<file path="src/hw/tppm_pkg.sv">
// Constants and types for the three-phase pwm modulator
package tppm_pkg;
  localparam logic [2:0] ADDR_PH1 = 3'h0;
  localparam logic [2:0] ADDR_PH2 = 3'h1;
  localparam logic [2:0] ADDR_PH3 = 3'h2;
  localparam logic [2:0] ADDR_DEAD = 3'h3;
  localparam logic [2:0] ADDR_DIV = 3'h4;
  localparam int NCH = 3;
  localparam int DLY_STAGES = 15;
  localparam logic [7:0] PHASE_RST = 8'h00;
  localparam logic [3:0] SET_RST = 4'h0;
  localparam logic [7:0] ZERO8 = 8'h00;
  localparam logic [5:0] DIV_RST = 6'h00;
  localparam logic [3:0] DEAD_RST = 4'h0;
  localparam logic [3:0] DCLK_RST = 4'h0;
  localparam logic [3:0] DCLK_EVEN_N = 4'h4;
  localparam logic [3:0] DCLK_ODD_N = 4'h6;
  // Counter division ratio per divider setting
  typedef logic [5:0] tppm_ratio_t;
  localparam tppm_ratio_t RATIO [8] = '{6'h04, 6'h06, 6'h08, 6'h0c,
                                        6'h10, 6'h18, 6'h20, 6'h30};
  typedef struct packed {
    logic drive_n;
    logic complement;
  } tppm_pair_t;
endpackage

</file>
<file path="src/hw/tppm_top.sv">
// Three-phase pwm modulator with host bus, prescaler and dead time
`timescale 1ns/10ps
`default_nettype none
module tppm_top (
  input wire logic clk,
  input wire logic resetn,
  input wire logic clk_en,
  input wire logic [7:0] host_bus,
  input wire logic addr_latch,
  input wire logic write_strobe,
  input wire logic chip_select,
  input wire logic trigger,
  input wire logic inhibit,
  input wire logic set_status,
  input wire logic clear_status,
  input wire logic chip_reset_in,
  output logic crystal_out,
  output logic status_out,
  output logic phase_one_drive_out,
  output logic phase_one_complement_out,
  output logic phase_two_drive_out,
  output logic phase_two_complement_out,
  output logic phase_three_drive_out,
  output logic phase_three_complement_out
);
  logic ale_q_r, wr_q_r;
  logic [2:0] addr_r;
  logic [7:0] phase_r [tppm_pkg::NCH];
  logic [3:0] dead_r, div_r;
  logic [5:0] pre_cnt_r;
  logic cnt_tick;
  logic [3:0] dclk_cnt_r;
  logic dclk_tick;
  logic [7:0] cnt_r [tppm_pkg::NCH];
  logic [tppm_pkg::NCH-1:0] raw_n;
  logic [tppm_pkg::DLY_STAGES-1:0] sr_r [tppm_pkg::NCH];
  logic [tppm_pkg::NCH-1:0] del_n;
  logic status_r;
  logic block;
  tppm_pkg::tppm_pair_t pair_r [tppm_pkg::NCH];
  tppm_pkg::tppm_pair_t pair_nxt [tppm_pkg::NCH];

  // Crystal passed straight back to the host
  assign crystal_out = clk;

  // Strobe edge detection
  always_ff @(posedge clk) begin
    if (!resetn) begin
      ale_q_r <= 1'b0;
      // Idle level of the write strobe, so no false edge after reset
      wr_q_r <= 1'b1;
    end else if (clk_en) begin
      ale_q_r <= addr_latch;
      wr_q_r <= write_strobe;
    end
  end

  // Address captured on falling edge of the latch strobe
  always_ff @(posedge clk) begin
    if (!resetn) begin
      addr_r <= tppm_pkg::ADDR_PH1;
    end else if (clk_en && ale_q_r && !addr_latch) begin
      addr_r <= host_bus[2:0];
    end
  end

  // Register writes on rising edge of write strobe
  always_ff @(posedge clk) begin
    if (!resetn) begin
      for (int i = 0; i < tppm_pkg::NCH; i++) begin
        phase_r[i] <= tppm_pkg::PHASE_RST;
      end
      dead_r <= tppm_pkg::SET_RST;
      div_r <= tppm_pkg::SET_RST;
    end else if (clk_en && !wr_q_r && write_strobe
                 && chip_select) begin
      case (addr_r)
        tppm_pkg::ADDR_PH1: begin
          phase_r[0] <= host_bus;
        end
        tppm_pkg::ADDR_PH2: begin
          phase_r[1] <= host_bus;
        end
        tppm_pkg::ADDR_PH3: begin
          phase_r[2] <= host_bus;
        end
        tppm_pkg::ADDR_DEAD: begin
          dead_r <= host_bus[3:0];
        end
        tppm_pkg::ADDR_DIV: begin
          div_r <= host_bus[3:0];
        end
        default: begin
        end
      endcase
    end
  end

  // Counter prescaler
  // Compare by at-least, so a smaller new ratio does not wrap the count
  assign cnt_tick = (pre_cnt_r >=
                     tppm_pkg::RATIO[div_r[2:0]] - 6'h01);
  always_ff @(posedge clk) begin
    if (!resetn || chip_reset_in) begin
      pre_cnt_r <= tppm_pkg::DIV_RST;
    end else if (clk_en) begin
      pre_cnt_r <= cnt_tick ? tppm_pkg::DIV_RST : pre_cnt_r + 6'h01;
    end
  end

  // Delay clock: by 4 on even settings, by 6 on odd
  assign dclk_tick = (dclk_cnt_r >= (div_r[0] ? tppm_pkg::DCLK_ODD_N
                                               : tppm_pkg::DCLK_EVEN_N)
                      - 4'h1);
  always_ff @(posedge clk) begin
    if (!resetn || chip_reset_in) begin
      dclk_cnt_r <= tppm_pkg::DCLK_RST;
    end else if (clk_en) begin
      dclk_cnt_r <= dclk_tick ? tppm_pkg::DCLK_RST : dclk_cnt_r + 4'h1;
    end
  end

  // Channel counters
  always_ff @(posedge clk) begin
    if (!resetn || chip_reset_in) begin
      for (int i = 0; i < tppm_pkg::NCH; i++) begin
        cnt_r[i] <= tppm_pkg::ZERO8;
      end
    end else if (clk_en) begin
      for (int i = 0; i < tppm_pkg::NCH; i++) begin
        if (trigger) begin
          cnt_r[i] <= phase_r[i];
        end else if (cnt_tick && cnt_r[i] != tppm_pkg::ZERO8) begin
          cnt_r[i] <= cnt_r[i] - 8'h01;
        end
      end
    end
  end

  // Zero detector: output low while counter nonzero
  always_comb begin
    for (int i = 0; i < tppm_pkg::NCH; i++) begin
      raw_n[i] = ~|cnt_r[i];
    end
  end

  // Dead-time shift register on the delay clock
  always_ff @(posedge clk) begin
    if (!resetn || chip_reset_in) begin
      for (int i = 0; i < tppm_pkg::NCH; i++) begin
        sr_r[i] <= '1;
      end
    end else if (clk_en && dclk_tick) begin
      for (int i = 0; i < tppm_pkg::NCH; i++) begin
        sr_r[i] <= {sr_r[i][tppm_pkg::DLY_STAGES-2:0], raw_n[i]};
      end
    end
  end

  // Delayed drive: falls only after delay, rises at once
  always_comb begin
    for (int i = 0; i < tppm_pkg::NCH; i++) begin
      if (dead_r == tppm_pkg::DEAD_RST) begin
        del_n[i] = raw_n[i];
      end else begin
        del_n[i] = raw_n[i] | sr_r[i][dead_r - 4'h1];
      end
    end
  end

  // Status flip-flop, set dominates clear
  always_ff @(posedge clk) begin
    if (!resetn) begin
      status_r <= 1'b0;
    end else if (clk_en) begin
      if (set_status) begin
        status_r <= 1'b1;
      end else if (clear_status) begin
        status_r <= 1'b0;
      end
    end
  end
  assign status_out = status_r;

  assign block = inhibit | status_r | chip_reset_in;

  // Output pairs; complement is high while drive is active
  always_comb begin
    for (int i = 0; i < tppm_pkg::NCH; i++) begin
      if (block) begin
        pair_nxt[i] = '{drive_n: 1'b1, complement: 1'b1};
      end else if (dead_r == tppm_pkg::DEAD_RST) begin
        pair_nxt[i] = '{drive_n: raw_n[i], complement: ~raw_n[i]};
      end else begin
        // Each side's falling edge delayed relative to the other
        pair_nxt[i] = '{drive_n: del_n[i],
                        complement: ~raw_n[i] |
                          ~sr_r[i][dead_r - 4'h1]};
      end
    end
  end

  always_ff @(posedge clk) begin
    if (!resetn) begin
      for (int i = 0; i < tppm_pkg::NCH; i++) begin
        pair_r[i] <= '{drive_n: 1'b1, complement: 1'b1};
      end
    end else if (clk_en) begin
      for (int i = 0; i < tppm_pkg::NCH; i++) begin
        pair_r[i] <= pair_nxt[i];
      end
    end
  end

  assign phase_one_drive_out = pair_r[0].drive_n;
  assign phase_one_complement_out = pair_r[0].complement;
  assign phase_two_drive_out = pair_r[1].drive_n;
  assign phase_two_complement_out = pair_r[1].complement;
  assign phase_three_drive_out = pair_r[2].drive_n;
  assign phase_three_complement_out = pair_r[2].complement;
endmodule
`default_nettype wire

</file>
<file path="config.mk">
export PLATFORM = sky130hd
export DESIGN_NAME = tppm_top
export DESIGN_NICKNAME = d
export VERILOG_FILES = /design/src/hw/tppm_pkg.sv /design/src/hw/tppm_top.sv
export SDC_FILE = /design/constraint.sdc
export NUM_CORES = 1
export LEC_CHECK = 0
export BUFFER_PORTS_ARGS = -buffer_cell sky130_fd_sc_hd__buf_4
export CAP_MARGIN = 20
export CORE_MARGIN = 8
export CORE_UTILIZATION = 51
export DETAILED_ROUTE_END_ITERATION = 10
export HOLD_SLACK_MARGIN = 0.12
export PLACE_DENSITY = 0.82
export SKIP_LAST_GASP = 1
export SLEW_MARGIN = 0
export SYNTH_ARGS = -nofsm -noshare
export SYNTH_HDL_FRONTEND = slang
export SYNTH_SLANG_ARGS = --single-unit
export TNS_END_PERCENT = 1
</file>
<file path="constraint.sdc">
create_clock -name clk -period 3.5 [get_ports clk]
set_input_delay 0.7 -clock clk [delete_from_list [all_inputs] [get_ports clk]]
set_output_delay 0.7 -clock clk [all_outputs]
set_load 0.005 [all_outputs]
</file>
# Word-level counts from Yosys, hierarchy flattened
# Memories as Yosys holds them, arrays and structs flattened.
# Index checks and enable logic that the tools add are counted.
# word_totals
ramBits	99
memories	5
wordCells	158
mem_bits_ro	48
in_bits	19
ff_bits	23
# classes
bitwise	27
n_reduce_logical	28
n_eq_ne	4
order_cmp	4
n_addsub	8
n_mux	74
# mem_list
name	words	word_bits	rd	rd_ports_with_merged_regs	wr	line_no	source
(name not given)	8	6	1	0	0	tppm_top.sv:102	tppm_pkg::RATIO[div_r[2:0]] - 6'h01);
sr_r	3	15	3	0	3	tppm_top.sv:36	logic [tppm_pkg::DLY_STAGES-1:0] sr_r [tppm_pkg::NCH];
cnt_r	3	8	3	0	3	tppm_top.sv:34	logic [7:0] cnt_r [tppm_pkg::NCH];
phase_r	3	8	3	0	3	tppm_top.sv:28	logic [7:0] phase_r [tppm_pkg::NCH];
pair_r	3	2	3	0	3	tppm_top.sv:40	tppm_pkg::tppm_pair_t pair_r [tppm_pkg::NCH];
# op_table
op	n
two-way mux 8 bit	9
two-way mux 1 bit	45
two-way mux 15 bit	3
nonzero test 8 bit	3
OR reduction 8 bit	3
subtractor 8 x 1 -> 8 bit (second input constant)	3
bitwise OR 1 bit	23
two-way mux 2 bit	10
two-way mux 6 bit	3
binary-select mux 1 bit (select 4 bit)	3
logical AND 1 bit	9
adder 6 x 1 -> 6 bit (second input constant)	1
== test 3 x 2 -> 1 bit (second input constant)	2
>= comparator 6 bit	1
logical NOT 1 bit	6
AND reduction 2 bit	3
subtractor 6 x 1 -> 6 bit (second input constant)	1
< comparator 4 x 5 -> 1 bit (second input constant)	1
adder 4 x 1 -> 4 bit (second input constant)	1
>= comparator 4 bit	1
>= comparator 4 bit (second input constant)	1
logical NOT 4 bit	1
two-way mux 4 bit	1
inverter 3 -> 4 bit	1
8 further kinds	10

# Depth between registers and ports, before layout
# depth
depth_word	13
mapped_depth	9
mapped_depth_nobuf	8

==> results.json <==
{
  "ys_types": 52,
  "yosysTopAreaCellShare_pct": 50.38,
  "drive_above_1_share_pct": 15.32,
  "yosys_warnings": 0,
  "fin_skew_ns": 0.005813,
  "syn_area_per_cell_um2": 12.66,
  "die_w_um": 123.6,
  "whs_ns": 0.4011,
  "drc": 0,
  "initial_core_util_pct": 51.90,
  "slew_headroom_pct": 46.41,
  "pin_count": 27,
  "final_util_pct": 60.98,
  "ys.flop_type": "edfxtp_1",
  "reg2reg_from": "div_r[0]",
  "antenna_found_initial": 0,
  "postCtsSetupBuffers": 0,
  "r2r_slack_ns": 0.69,
  "grt_pass1_wl_um": 20080,
  "ctsResizeCount": 0,
  "fin_crit_ns": 2.818,
  "synth_largest_area_cell": "edfxtp_1",
  "die_y_um": 123.6,
  "worst_slew_pin_slew_ns": 0.7981,
  "fillers": 834,
  "syn_to_final_growth_pct": 17.49,
  "hold_violations": 0,
  "holdPathEnd": "wr_q_r",
  "port_buffers": 26,
  "drt_iter0_drc": 270,
  "clock_latency_ns": 0.53,
  "setup_viol": 0,
  "maxCapViolCount": 0,
  "critPathBufInv": 3,
  "min-delay-start": "write_strobe",
  "antenna_cells": 0,
  "power.leakage_nw": 2.276,
  "dr.pass1.iters": 5,
  "hold-path-cell-count": 3,
  "coreArea_mm2": 0.01137,
  "seq_area_frac_synth_pct": 58.18,
  "cpMostUsedCell": "clkbuf_16",
  "syn_area_mm2": 0.005901,
  "slowest_delay_ns": 0.13,
  "grt_pass1_vias": 3902,
  "hold_path_class": "in2reg",
  "placed_area_mm2": 0.006247,
  "outcome": "finished, final reports clean",
  "fmax_mhz": 355.2,
  "fp-row-count": 39,
  "wl_um": 12050,
  "cts_hold_buf": 0,
  "rr_worst_depth": 9,
  "detail_route.wl_per_cell_um": 18.48,
  "grtUsageTotal_pct": 17.34,
  "cp_top_family": "buffers and inverters",
  "vias_per_cell": 5.994,
  "crit_path_start_kind": "clock port",
  "p_per_area_mw_per_mm2": 551.1,
  "grt_overflow": 0,
  "grt_max_degree": 49,
  "routabilityCongestion": 0.8424,
  "worstPathArrival_ns": 2.12,
  "dp_hpwl_um": 8219,
  "worstSetupEndpointType": "primary output",
  "synth_edf_count": 99,
  "rsz0062_at_grt": "no",
  "cts_tree": "yes",
  "clkTransAtPathRegs_ns": 0.05,
  "layout.nets": 531,
  "syn_inst": 466,
  "synth_fp_nets": 499,
  "dieArea_mm2": 0.01527,
  "rr_endpoint": "cnt_r[0][2]",
  "postLayoutCellArea_mm2": 0.006933,
  "slew_violations": 0,
  "synthArstFlopShare_pct": 0,
  "period_share_pct": 80.50,
  "worstSetupStartpoint": "clk",
  "synth-seq-cells": 122,
  "crit_type": "clk2out",
  "netlist_top_cells_area": "edfxtp_1 50%, dfxtp_1 7.8%, or3_1 4.9%",
  "vias": 3908,
  "ant_nets": 0,
  "fin_setup_tns_ns": 0,
  "crit_path_max_fanout": 2,
  "peakVddDrop_mv": 0.4064,
  "worstPathRequired_ns": 2.80,
  "cp_cell_sequence": "clkbuf_16 -> clkbuf_16 -> buf_4",
  "slowest_stage": "clkbuf_16"
}
cells by family after synthesis:
kind of cell / synth area share [%]
and+or+nand+nor: 15.31
DFF: 58.18
AOI/OAI and AO/OA: 8.545
buffers and inverters: 2.650
muxes: 8.333
xor gates and xnor gates: 4.008
adders and majority gates: 2.969
cells in the final DEF (no fill, tap or decap), types with 6 or more instances in the layout:
cell type / count
dfxtp_1: 23
buf_4: 34
nor3_1: 7
xor2_1: 11
nor2b_1: 12
nand2b_1: 7
ha_1: 14
o2bb2ai_1: 11
clkbuf_16: 20
mux2i_1: 21
xnor2_1: 16
a311oi_1: 10
nand2_1: 27
a21oi_1: 23
o21ai_0: 9
edfxtp_1: 99
nand3_1: 6
or3_1: 46
inv_1: 12
mux4_1: 9
nor2_1: 20
and2_1: 10
routing by layer:
metal  wire [um]  vias up  track usage [%]
met5           0        -                0
met4         210        0            8.126
met3         875       19            5.571
met2        5824      150            26.50
met1        5141     1893            22.03
li1            -     1846                -
how the worst max path moves through the flow:
stage                              to  slack [ns]  cells after the start
after floorplan            sr_r[0][0]        0.75                      5
after global placement    cnt_r[0][5]        0.90                      9
after detailed placement  cnt_r[0][4]        0.76                      9
after CTS                 crystal_out        0.68                      3
after global routing      cnt_r[0][5]        0.45                      9
final                     crystal_out        0.68                      3
tightest hold or removal path, stage by stage:
cell	delay, ns
buf_4	0.08
mux2i_1	0.06
nand2_1	0.06
stage by stage:
stage          total power [mW]  instances  setup slack, ns
3_5_place_dp              1.852        619           0.7601
6_report                  3.821        652           0.6824
3_3_place_gp              1.845        619           0.8975
4_1_cts                   3.841        652           0.6771
5_1_grt                   3.933        652           0.4504
2_1_floorplan             1.788        466           0.7457
synth_stat cells, types with 4 or more instances:
library cell  count
nor2b_1          12
o21ai_0           9
mux2i_1          21
nand4_1           4
xor2_1           11
a21oi_1          23
a311oi_1         10
nand3b_1          4
clkbuf_1         16
or3_1            46
mux2_2            4
dfxtp_1          23
o2111ai_1         4
nor2_1           20
buf_2             4
and2_1           10
mux4_1            9
nand2_1          27
nand3_1           6
o2bb2ai_1        11
nor3_1            7
edfxtp_1         99
xnor2_1          16
nand2b_1          7
inv_1            12
ha_1             14
report_power, final:
part           internal (mW)  switching, mW
combinational         0.0717          0.118
clock                   1.40          0.610
sequential              1.60         0.0231
total                   3.07          0.751
state kept, by name, summed over array words and instances (netlist names):
signal,flops
addr_r,3
ale_q_r,1
cnt_r,24
dclk_cnt_r,4
dead_r,4
div_r,3
pair_r,6
phase_r,24
pre_cnt_r,6
sr_r,45
status_out,1
wr_q_r,1
area by class of cell:
class                   instances  area, um^2  area share (%)
flip-flops and latches        122        3433           49.52
multi-input cells             308        2335           33.68
clock buffers                  23       515.5           7.435
repair buffers                 33       247.7           3.573
inverters                      12       45.04          0.6497
well taps                     143       178.9           2.581
clock inverters                11       177.7           2.563
(Power assumes the default switching activity.)
